===== src/preset_regs.vh =====
// Purpose: constants for the position offset and preset block
// Assumes: byte-wide register port, 8-bit addresses
// Notes:   included by the CRC step, the offset and preset block and the bench
`ifndef PRESET_REGS_VH
`define PRESET_REGS_VH
`define ADDR_OFF_NIB     8'h1E
`define ADDR_OFF_B1      8'h1F
`define ADDR_EFF_B2      8'h20
`define ADDR_EFF_B3      8'h21
`define ADDR_EFF_B4      8'h22
`define ADDR_EDGE_SEL    8'h25
`define ADDR_OFF_B2      8'h48
`define ADDR_OFF_B3      8'h49
`define ADDR_OFF_B4      8'h4A
`define ADDR_SET_NIB     8'h4D
`define ADDR_SET_B1      8'h4E
`define ADDR_SET_B2      8'h4F
`define ADDR_SET_B3      8'h50
`define ADDR_SET_B4      8'h51
`define ADDR_MT_FLAG     8'h60
`define ADDR_COMMAND     8'h75
`define EE_OFF_BASE      8'h23
`define EE_SET_BASE      8'h2A
`define CMD_NONE         8'h00
`define CMD_LAST         8'h10
`define CMD_ALL_NONE     8'hFF
`define CMD_ABS_REDEF    8'h03
`define CMD_SOFT_RESTART 8'h07
`define CMD_PRESET       8'h08
`define CMD_PRESET_STORE 8'h09
`define CMD_DRIVE_HIGH   8'h0F
`define CMD_DRIVE_LOW    8'h10
`define FSEL_PIN_LO      3'h2
`define FSEL_PIN_HI      3'h7
`define NIB_LSB          4
`define CRC8_POLY        8'h07
`define CRC8_INIT        8'hFF
`define EE_OFF_BYTES     3'h5
`endif


===== src/crc8_byte.v =====
// Purpose: one byte step of a CRC8 over the offset data area
// Assumes: combinational, caller registers the result
// Notes:   polynomial from the shared header
`timescale 1ns/100ps
`include "preset_regs.vh"
module crc8_byte (
   input  wire [7:0] crc_in,
   input  wire [7:0] data_in,
   output reg  [7:0] crc_out
);
   integer i;
   reg [7:0] c;
   always @* begin
      c = crc_in ^ data_in;
      for (i = 0; i < 8; i = i + 1) begin
         if (c[7])
            c = {c[6:0], 1'b0} ^ `CRC8_POLY;
         else
            c = {c[6:0], 1'b0};
      end
      crc_out = c;
   end
endmodule


===== src/edge_detect.v =====
// Purpose: two-stage synchroniser with falling edge pulse
// Assumes: single clock sys_clk, synchronous active low reset
// Notes:   first stage feeds only the second stage
`timescale 1ns/100ps
module edge_detect (
   input  wire sys_clk,
   input  wire rst_n,
   input  wire enable,
   input  wire pin_in,
   output reg  fall_pulse
);
   reg meta_q;
   reg sync_q;
   reg last_q;
   always @(posedge sys_clk) begin
      if (!rst_n) begin
         meta_q     <= 1'b1;
         sync_q     <= 1'b1;
         last_q     <= 1'b1;
         fall_pulse <= 1'b0;
      end else begin
         meta_q     <= pin_in;
         sync_q     <= meta_q;
         last_q     <= sync_q;
         fall_pulse <= enable & last_q & ~sync_q;
      end
   end
endmodule


===== src/position_offset_preset_control.v =====
// Purpose: offset, effective offset and preset sequence of the encoder
// Assumes: byte register port, position and nonius/multiturn inputs
//          synchronous to sys_clk
// Notes:   EEPROM writes are a byte stream with strobe and ready
`timescale 1ns/100ps
`include "preset_regs.vh"

// Functional notes
// - Preset pin on port A first pin only when function select is 2..7.
// - Each falling edge of the preset pin runs the selected edge command while idle, unless a command write comes in the same cycle.
// - Edge codes 00 and FF do nothing; 01..10 match command codes.
// - After restart or redefine, effective offset = stored + nonius, plus turns only with extern_multiturn.
// - Effective offset is subtracted from each synchronized position.
// - Preset starts by command or by pin edge selecting a preset code.
// - Preset first halts quadrature converter, then captures position.
// - Preset computes new effective offset from position and setpoint.
// - Preset recomputes stored offset; EEPROM write only for store variant.
// - Preset finally restarts the quadrature converter.
// - Stored offset is 36 bits, nibble in bits 7:4 plus four bytes.
// - Setpoint is 36 bits, nibble in bits 7:4 plus four bytes.
// - Effective offset bits 35:12 read back at 20h..22h.
// - Data level flag holds data pin level before clock pin change.
// - Command 08 presets offset only; 09 presets and saves to EEPROM.
// - After either preset the CRC8 of the offset area is updated.
module position_offset_preset_control (
   input  wire        sys_clk,
   input  wire        rst_n,
   input  wire [7:0]  reg_addr,
   input  wire [7:0]  reg_wdata,
   input  wire        reg_wr,
   input  wire        reg_rd,
   output reg  [7:0]  reg_rdata,
   input  wire [2:0]  port_a_function_select,
   input  wire        port_a_first_pin,
   input  wire        startup_done,
   input  wire        extern_multiturn,
   input  wire [35:0] nonius_turn_offset,
   input  wire [35:0] sync_position,
   input  wire        sync_valid,
   output reg  [35:0] out_position,
   output reg         out_valid,
   output reg         quad_run,
   input  wire        multiturn_data_pin,
   output reg         multiturn_clock_pin,
   output reg         ee_wr,
   output reg  [7:0]  ee_addr,
   output reg  [7:0]  ee_data,
   input  wire        ee_ready,
   output reg  [7:0]  offset_crc8,
   output reg  [7:0]  other_cmd,
   output reg         other_cmd_go,
   output reg         busy
);
   localparam [6:0] ST_IDLE  = 7'h01;
   localparam [6:0] ST_HALT  = 7'h02;
   localparam [6:0] ST_CAPT  = 7'h04;
   localparam [6:0] ST_CALC  = 7'h08;
   localparam [6:0] ST_STORE = 7'h10;
   localparam [6:0] ST_CRC   = 7'h20;
   localparam [6:0] ST_RUN   = 7'h40;

   reg [6:0]  state_q;
   reg [35:0] stored_offset_q;
   reg [35:0] preset_setpoint_q;
   reg [35:0] eff_offset_q;
   reg [35:0] cap_pos_q;
   reg [7:0]  edge_command_select_q;
   reg        store_q;
   reg        mt_flag_q;
   reg [2:0]  byte_idx_q;
   reg [7:0]  crc_q;
   reg        start_up_q;
   reg        redefine_q;
   wire       pin_fall;
   wire [7:0] crc_next;
   reg  [7:0] cur_byte;
   reg  [7:0] cmd_code;
   reg        cmd_go;
   reg        pin_enable;
   reg [35:0] amend_term;
   reg [35:0] new_eff;

   // ========================================================
   // Preset pin and command decode
   // ========================================================
   always @* begin
      pin_enable = (port_a_function_select >= `FSEL_PIN_LO) &&
                   (port_a_function_select <= `FSEL_PIN_HI);
   end

   // The detector keeps sampling while disabled, so enabling the pin
   // while it is held low gives no false edge
   // synchronised falling edge
   edge_detect u_edge (
      .sys_clk    (sys_clk),
      .rst_n      (rst_n),
      .enable     (pin_enable),
      .pin_in     (port_a_first_pin),
      .fall_pulse (pin_fall)
   );

   // Command register is write-only and reads back as zero
   wire cmd_write = reg_wr && (reg_addr == `ADDR_COMMAND);

   always @* begin
      cmd_code = `CMD_NONE;
      cmd_go   = 1'b0;
      // Register write wins if both arrive together; the edge is retried
      // never, so software should not race the pin.
      if (cmd_write) begin
         cmd_code = reg_wdata;
         cmd_go   = (reg_wdata != `CMD_NONE) && (reg_wdata <= `CMD_LAST);
      end else if (pin_fall) begin
         cmd_code = edge_command_select_q;
         cmd_go   = (edge_command_select_q != `CMD_NONE) &&
                    (edge_command_select_q != `CMD_ALL_NONE) &&
                    (edge_command_select_q <= `CMD_LAST);
      end
   end

   wire is_preset = cmd_go && ((cmd_code == `CMD_PRESET) ||
                               (cmd_code == `CMD_PRESET_STORE));

   // Offset image byte order, nibble byte first
   always @* begin
      case (byte_idx_q)
         3'h0:    cur_byte = {stored_offset_q[3:0], 4'h0};
         3'h1:    cur_byte = stored_offset_q[11:4];
         3'h2:    cur_byte = stored_offset_q[19:12];
         3'h3:    cur_byte = stored_offset_q[27:20];
         default: cur_byte = stored_offset_q[35:28];
      endcase
   end

   crc8_byte u_crc (
      .crc_in  (crc_q),
      .data_in (cur_byte),
      .crc_out (crc_next)
   );

   // ========================================================
   // Offset arithmetic
   // ========================================================
   // Without an external multiturn only the nonius bits are added,
   // so a stale turn count cannot leak into the singleturn offset
   always @* begin
      if (extern_multiturn)
         amend_term = nonius_turn_offset;
      else
         amend_term = {24'h0, nonius_turn_offset[11:0]};
   end

   // offset that puts the captured position on the setpoint
   // The difference wraps at 36 bits like the output subtraction
   always @* begin
      new_eff = cap_pos_q - preset_setpoint_q;
   end

   // ========================================================
   // Registers and preset sequence
   // ========================================================
   always @(posedge sys_clk) begin
      if (!rst_n) begin
         state_q               <= ST_IDLE;
         stored_offset_q       <= 36'h0;
         preset_setpoint_q     <= 36'h0;
         eff_offset_q          <= 36'h0;
         cap_pos_q             <= 36'h0;
         edge_command_select_q <= `CMD_NONE;
         store_q               <= 1'b0;
         mt_flag_q             <= 1'b0;
         byte_idx_q            <= 3'h0;
         crc_q                 <= `CRC8_INIT;
         start_up_q            <= 1'b0;
         redefine_q            <= 1'b0;
         reg_rdata             <= 8'h00;
         out_position          <= 36'h0;
         out_valid             <= 1'b0;
         // Converter runs from reset; only a preset stops it
         quad_run              <= 1'b1;
         multiturn_clock_pin   <= 1'b0;
         ee_wr                 <= 1'b0;
         ee_addr               <= 8'h00;
         ee_data               <= 8'h00;
         offset_crc8           <= `CRC8_INIT;
         other_cmd             <= `CMD_NONE;
         other_cmd_go          <= 1'b0;
         busy                  <= 1'b0;
      end else begin
         other_cmd_go <= 1'b0;
         start_up_q   <= startup_done;
         redefine_q   <= 1'b0;
         out_valid <= sync_valid;
         // Samples keep flowing in a preset, with the old offset until ST_CALC loads the new one
         if (sync_valid)
            out_position <= sync_position - eff_offset_q;

         // Data registers are frozen during a preset so the setpoint
         // and stored offset cannot change under the running sequence
         if (reg_wr && state_q == ST_IDLE) begin
            case (reg_addr)
               `ADDR_OFF_NIB:  stored_offset_q[3:0]   <= reg_wdata[7:4];
               `ADDR_OFF_B1:   stored_offset_q[11:4]  <= reg_wdata;
               `ADDR_OFF_B2:   stored_offset_q[19:12] <= reg_wdata;
               `ADDR_OFF_B3:   stored_offset_q[27:20] <= reg_wdata;
               `ADDR_OFF_B4:   stored_offset_q[35:28] <= reg_wdata;
               `ADDR_SET_NIB:  preset_setpoint_q[3:0]   <= reg_wdata[7:4];
               `ADDR_SET_B1:   preset_setpoint_q[11:4]  <= reg_wdata;
               `ADDR_SET_B2:   preset_setpoint_q[19:12] <= reg_wdata;
               `ADDR_SET_B3:   preset_setpoint_q[27:20] <= reg_wdata;
               `ADDR_SET_B4:   preset_setpoint_q[35:28] <= reg_wdata;
               `ADDR_EDGE_SEL: edge_command_select_q    <= reg_wdata;
               default: ;
            endcase
         end

         // Read data stands until the next read strobe
         if (reg_rd) begin
            case (reg_addr)
               `ADDR_OFF_NIB:  reg_rdata <= {stored_offset_q[3:0], 4'h0};
               `ADDR_OFF_B1:   reg_rdata <= stored_offset_q[11:4];
               `ADDR_EFF_B2:   reg_rdata <= eff_offset_q[19:12];
               `ADDR_EFF_B3:   reg_rdata <= eff_offset_q[27:20];
               `ADDR_EFF_B4:   reg_rdata <= eff_offset_q[35:28];
               `ADDR_EDGE_SEL: reg_rdata <= edge_command_select_q;
               `ADDR_OFF_B2:   reg_rdata <= stored_offset_q[19:12];
               `ADDR_OFF_B3:   reg_rdata <= stored_offset_q[27:20];
               `ADDR_OFF_B4:   reg_rdata <= stored_offset_q[35:28];
               `ADDR_SET_NIB:  reg_rdata <= {preset_setpoint_q[3:0], 4'h0};
               `ADDR_SET_B1:   reg_rdata <= preset_setpoint_q[11:4];
               `ADDR_SET_B2:   reg_rdata <= preset_setpoint_q[19:12];
               `ADDR_SET_B3:   reg_rdata <= preset_setpoint_q[27:20];
               `ADDR_SET_B4:   reg_rdata <= preset_setpoint_q[35:28];
               `ADDR_MT_FLAG:  reg_rdata <= {7'h00, mt_flag_q};
               default:        reg_rdata <= 8'h00;
            endcase
         end

         // Commands other than preset run only while idle
         // Drive commands sample the data pin on the edge of the change
         if (cmd_go && !is_preset && state_q == ST_IDLE) begin
            case (cmd_code)
               `CMD_DRIVE_HIGH: begin
                  mt_flag_q           <= multiturn_data_pin;
                  multiturn_clock_pin <= 1'b1;
               end
               `CMD_DRIVE_LOW: begin
                  mt_flag_q           <= multiturn_data_pin;
                  multiturn_clock_pin <= 1'b0;
               end
               `CMD_ABS_REDEF, `CMD_SOFT_RESTART: redefine_q <= 1'b1;
               default: ;
            endcase
            other_cmd    <= cmd_code;
            other_cmd_go <= 1'b1;
         end

         // amend offset after startup or redefinition
         if ((startup_done && !start_up_q) || redefine_q)
            eff_offset_q <= stored_offset_q + amend_term;

         // ========================================================
         // Preset sequence
         // ========================================================
         case (state_q)
            ST_IDLE: begin
               busy <= 1'b0;
               // A preset asked for outside ST_IDLE is dropped, not queued
               if (is_preset) begin
                  store_q <= (cmd_code == `CMD_PRESET_STORE);
                  busy    <= 1'b1;
                  state_q <= ST_HALT;
               end
            end
            ST_HALT: begin
               quad_run <= 1'b0;
               state_q  <= ST_CAPT;
            end
            ST_CAPT: begin
               // Stalls until a sample comes; no sample, no preset
               if (sync_valid) begin
                  cap_pos_q <= sync_position;
                  state_q   <= ST_CALC;
               end
            end
            ST_CALC: begin
               eff_offset_q    <= new_eff;
               // stored offset moves by the same amount
               stored_offset_q <= stored_offset_q + new_eff - eff_offset_q;
               byte_idx_q      <= 3'h0;
               crc_q           <= `CRC8_INIT;
               state_q         <= store_q ? ST_STORE : ST_CRC;
            end
            ST_STORE: begin
               // ee_wr drops for a cycle between bytes so each is taken once
               // EEPROM write for store variant
               if (ee_wr && ee_ready) begin
                  ee_wr <= 1'b0;
                  if (byte_idx_q == `EE_OFF_BYTES - 3'h1) begin
                     byte_idx_q <= 3'h0;
                     state_q    <= ST_CRC;
                  end else begin
                     byte_idx_q <= byte_idx_q + 3'h1;
                  end
               end else if (!ee_wr) begin
                  ee_wr   <= 1'b1;
                  ee_addr <= `EE_OFF_BASE + {5'h00, byte_idx_q};
                  ee_data <= cur_byte;
               end
            end
            ST_CRC: begin
               // One byte a cycle; the sum is published only when complete
               // CRC8 over offset bytes
               crc_q <= crc_next;
               if (byte_idx_q == `EE_OFF_BYTES - 3'h1) begin
                  offset_crc8 <= crc_next;
                  state_q     <= ST_RUN;
               end else begin
                  byte_idx_q <= byte_idx_q + 3'h1;
               end
            end
            ST_RUN: begin
               // Restart comes one cycle before busy falls
               // restart converter last
               quad_run <= 1'b1;
               state_q  <= ST_IDLE;
            end
            default: state_q <= ST_IDLE;
         endcase
      end
   end
endmodule


===== config.mk =====
export PLATFORM = sky130hd
export DESIGN_NAME = position_offset_preset_control
export DESIGN_NICKNAME = d
export VERILOG_FILES = /design/src/crc8_byte.v /design/src/edge_detect.v /design/src/position_offset_preset_control.v
export VERILOG_INCLUDE_DIRS = /design/src
export SDC_FILE = /design/constraint.sdc
export NUM_CORES = 1
export LEC_CHECK = 0
export ABC_AREA = 0
export ABC_CLOCK_PERIOD_IN_PS = 6900
export BUFFER_PORTS_ARGS = -buffer_cell sky130_fd_sc_hd__buf_2
export CORE_UTILIZATION = 45
export CTS_BUF_LIST = sky130_fd_sc_hd__clkbuf_16
export CTS_CLUSTER_SIZE = 20
export DETAILED_ROUTE_END_ITERATION = 10
export GPL_TIMING_DRIVEN = 0
export SETUP_SLACK_MARGIN = 0.5
export SLEW_MARGIN = 25
export SYNTH_ARGS = -nofsm -noshare
export SYNTH_HDL_FRONTEND = slang
export SYNTH_SLANG_ARGS = --single-unit

===== constraint.sdc =====
create_clock -name sys_clk -period 6.9 [get_ports sys_clk]
set_input_delay 0.345 -clock sys_clk [delete_from_list [all_inputs] [get_ports sys_clk]]
set_output_delay 0.345 -clock sys_clk [all_outputs]
set_load 0.1 [all_outputs]

Yosys cells after proc, flatten, opt, wreduce, memory -nomap -nowiden
Index checks and enable logic that the tools add are counted.
{ "classes": {"add_sub_neg": 7, "order_cmp": 4, "eq_ne": 40, "muxes": 42, "bitwise": 14, "reduce_logical": 51} }
{ "op_table": {"columns": ["cell", "count"], "rows": [
  ["$mux 36", 5],
  ["$pmux 8 s15", 1],
  ["$sub 36x36->36", 3],
  ["$eq 8x7->1 const B", 10],
  ["$add 36x36->36", 2],
  ["$mux 8", 6],
  ["$pmux 7 s6", 1],
  ["$mux 7", 5],
  ["$reduce_and 2->1", 17],
  ["$mux 3", 11],
  ["$eq 8x6->1 const B", 4],
  ["$pmux 8 s4", 1],
  ["$eq 8x4->1 const B", 3],
  ["$eq 8x5->1 const B", 3],
  ["$not 3->3", 8],
  ["$reduce_bool 2->1", 10],
  ["$le 8x5->1 const B", 2],
  ["$pmux 8 s2", 1],
  ["$reduce_bool 8->1", 2],
  ["$ne 2x2->1 const B", 6],
  ["$logic_and 1x1->1", 11],
  ["$pmux 3 s3", 1],
  ["$eq 8x2->1 const B", 1],
  ["$eq 8x3->1 const B", 1],
  ["29 further kinds", 43]
]} }
{ "word_totals": {"register_bits": 260, "inputBits": 101, "wordCells": 194} }

Depth between registers and ports, before layout
{ "depth": {"depth_word": 20, "ltp_mapped": 28} }

Hierarchy
A second synthesis with hierarchy kept.
{ "unflattened": {"cells_unflattened": 2537, "hier_area_um2": 19705.1} }
{ "by_module_without_submodules": {"columns": ["module", "instances", "cells_each", "area_per_inst_um2", "seq_area_each_um2"], "rows": [
  ["position_offset_preset_control", 1, 2508, 19412.4, 5064.9],
  ["crc8_byte", 1, 21, 183.9, 0.0],
  ["edge_detect", 1, 8, 108.9, 80.1]
]} }

Worst setup path after synthesis
OpenSTA, ideal clock, no wires.
{ "synth_timing": {"path_kind": "register to register", "startpoint": "register preset_setpoint_q[0]", "endpoint": "register stored_offset_q[35]", "setup_ns": 0.123, "arrival_time_ns": 4.877, "required_ns": 6.777, "slack_ns": 1.901, "stages_incl_launch_ff": 27, "n_path_buf": 0, "period_less_slack_ns": 4.999, "path_cell_list": "dfxtp_1 > ha_1 > inv_1 > fa_1 > a21oi_1 > o21bai_1 > and4_1 > o21ai_0 > nand2b_1 > a21oi_1 > o21a_1 > o21ai_0 > xnor2_1 > fa_1 > inv_1 > ha_1 > nand3_1 > nor3_1 > o2111ai_1 > a31o_2 > o21ai_0 > nand4_1 > nand3_1 > and2_1 > a41oi_1 > nor3_1 > nor3b_2"} }
{ "synth_between": {"elab_chain_len": 4} }
{ "synth_lines": {"columns": ["element", "line_no", "rtl"], "rows": [
  ["start: declaration", "position_offset_preset_control.v:64", "reg [35:0] preset_setpoint_q;"],
  ["start signal: assignment", "position_offset_preset_control.v:207", "`ADDR_SET_NIB: preset_setpoint_q[3:0] <= reg_wdata[7:4];"],
  ["$sub 36x36->36", "position_offset_preset_control.v:156", "new_eff = cap_pos_q - preset_setpoint_q;"],
  ["$add 36x36->36", "position_offset_preset_control.v:289", "stored_offset_q <= stored_offset_q + new_eff - eff_offset_q;"],
  ["$sub 36x36->36", "position_offset_preset_control.v:289", null],
  ["$mux 36", "position_offset_preset_control.v:265", "case (state_q)"],
  ["end signal: assignment", "position_offset_preset_control.v:206", "`ADDR_OFF_B4: stored_offset_q[35:28] <= reg_wdata;"],
  ["end signal: assignment", "position_offset_preset_control.v:289", null],
  ["end: declaration", "position_offset_preset_control.v:63", "reg [35:0] stored_offset_q;"]
]} }
Every way passes these cells.
A chain may end at the register's enable or synchronous reset.

Final worst setup path
{ "layout_timing": {"startpoint": "register preset_setpoint_q[10]", "endpoint": "register stored_offset_q[35]"} }
The elaborated chain is that of the path after synthesis.

==> flow_summary.toml <==
[clock_network]
clk_pin_slew_ns = 0.06
cts_tree = "yes"
worstSkewPairLatency_ns = 0.57
cts_htree_levels = 2
cts_made_buffers = 35
clock_path_buffers = 3
cts_sinks = 257
clock-root-buffer = "clkbuf_16"

[timing]
fin_skew_ns = 0.0122
final_hold_viol_count = 0
fmax_mhz = 164
fin_crit_sh_pct = 88.3
min_period_ns = 6.09
slew_viol_final = 0
tns_ns = 0
max_slew.worst_pin.slew_ns = 1.15
finalSetupViolations = 0
relSlewSlack_pct = 23.6
rsz0062_at_grt = "false"

[floorplan]
die_h_um = 210
dieArea_mm2 = 0.0442
placementRows = 75
core-area_mm2 = 0.0423
initial_core_util_pct = 46.1
die_width_um = 210
ios = 183

[cells_and_area]
post-route-util_pct = 52.8
layout_common_cells = "dfxtp_1, nor2_1, nand2_1"
area_growth_pct = 14.5
mostFrequentLayoutCell = "dfxtp_1"
drive_gt1_share_pct = 10.9
nets = 2946

[setup_path]
crit_end = "stored_offset_q[35]"
critPathMaxStageDelay_ns = 0.49
r2r_cells = 26
worstSetupStartpoint = "preset_setpoint_q[10]"
cp-start-kind = "register"
critPathBufInv = 3
r2r_slack_ns = 0.81
r2r-start = "preset_setpoint_q[10]"
endpoint_kind = "register"
cp.depth = 26
required_ns = 7.34
crit_path_max_fanout = 7
arrival_ns = 6.54
crit_family = "compound AO/OA/AOI/OAI gates"
criticalPathCategory = "register to register"
rr_endpoint = "stored_offset_q[35]"
slowest_stage = "fa_1"

[power_and_ir_drop]
leakage_nw = 9.54
ir_drop_mv = 0.213
p_per_area_mw_per_mm2 = 209
power.total_mw = 4.67

[synth]
syn_area_per_cell_um2 = 7.97
synth_edf_count = 0
synth-async-reset-ratio_pct = 0
synth_flop_cell = "dfxtp_1"
syn-cell-area_mm2 = 0.0195
yosysSeqAreaShare_pct = 26.4
synth.distinct_cells = 92
yosys_warnings = 0
netlist_instances = 2446
ys_seq_elements = 257

[place]
portBuffers = 174
gp_congestion = 0.987
dp_hpwl_um = 63500

[flow_run]
drv_cap = 0

[grt]
grt_max_degree = 13
grtUsageTotal_pct = 36.2
grt_pass1_wl_um = 117000
antenna_found_initial = 3
grt_pass1_vias = 18200
overflow = 0

[route]
antenna_left = 0
wirelength_um = 80800
dr_total_vias = 19300
first_pass_iters = 7
wire_per_inst_um = 24.8
drc = 0
drt-initial-drc-count = 1943
vias_per_cell = 5.93

[worst_hold_path]
worstHoldPathType = "input port to register"
worst_hold_path.num_cells = 3

[outcome]
outcome = "completed"
[routing by layer]
layer	global-route usage, %	vias up	part of all wire, %
met2	57.6	920	44
met1	48.2	9114	43
li1	-	9108	-
met5	0	-	0.030
met4	18.1	4	5.3
met3	4.89	190	8.0
[worst min-delay path by stage]
stage | slack (ns) | to | startpoint
finish | 0.03 | cap_pos_q[3] | sync_position[3]
CTS | 0.02 | cap_pos_q[13] | sync_position[13]
global route | 0.04 | cap_pos_q[13] | sync_position[13]
floorplan | 0.39 | u_edge.sync_q | u_edge.meta_q
global placement | 0.41 | u_edge.sync_q | u_edge.meta_q
detailed placement | 0.40 | u_edge.sync_q | u_edge.meta_q
[synthesized netlist by cell type (all sizes together) (38+ instances only)]
master / n / share of area, %
o21ai: 129 / 3.3
inv: 205 / 3.9
xnor2: 78 / 3.5
ha: 147 / 9.4
nand3: 38 / 0.98
fa: 38 / 3.9
xor2: 62 / 2.8
a21o: 74 / 2.8
mux2i: 114 / 5.9
nand2: 228 / 4.4
nor2: 237 / 4.6
a211oi: 76 / 3.0
dfxtp: 257 / 26
clkbuf: 93 / 1.8
a21oi: 198 / 5.2
[area by class of cell]
cell class | instances | area, um2
Fill cell | 4201 | 20000
Multi-Input combinational cell | 1873 | 13200
Sequential cell | 257 | 5140
Clock buffer | 36 | 901
Timing Repair Buffer | 175 | 881
Inverter | 206 | 773
Tap cell | 577 | 722
Buffer | 112 | 465
Clock inverter | 26 | 277
Antenna cell | 1 | 2.50
[worst min-delay path, stage by stage]
cell and delay, ns:
buf_2 0.11, nand2_1 0.05, a21oi_1 0.05
[report_power, final]
| part | switching (mW) | total, mW | internal (mW) | leakage (nW) |
|---|---|---|---|---|
| Combinational | 0.804 | 1.18 | 0.378 | 6.87 |
| Sequential | 0.0461 | 1.58 | 1.53 | 2.09 |
| Clock | 0.772 | 1.91 | 1.14 | 0.583 |
[flip-flops by register name, indices dropped and copies added (netlist names), 3 cells and up]
name and cells:
byte_idx_q 3, cap_pos_q 36, crc_q 8, edge_command_select_q 8
ee_addr 5, ee_data 8, eff_offset_q 36, offset_crc8 8
other_cmd 8, out_position 36, preset_setpoint_q 36, reg_rdata 8
state_q 7, stored_offset_q 36
[cells by family after synthesis]
family	after synthesis	synth area share, %
and+or+nand+nor	736	17.9
AOI/OAI and AO/OA	688	23.5
buffers and inverters	318	6.30
DFF	257	26.4
adders and majority gates	185	13.3
xor gates and xnor gates	141	6.40
muxes	120	6.20
other	1	0.0192
[through the flow]
step	setup WS (ns)	std cells	hold WS (ns)	instance area, um2
finish	0.806	3263	0.0347	22300
global placement	0.399	3199	0.407	21100
floorplan	1.90	2448	0.386	19500
global route	0.474	3262	0.0423	22300
CTS	0.539	3262	0.0175	22300
detailed placement	0.430	3199	0.400	21100
[timing repair]
item                                    CTS  global route
endpoints found under the hold margin     1             0
setup buffers                             0             0
resized for setup                         1             2
endpoints found under the setup margin    2             5
hold buffers                              1             0
Power figures use the tool's default switching activity.
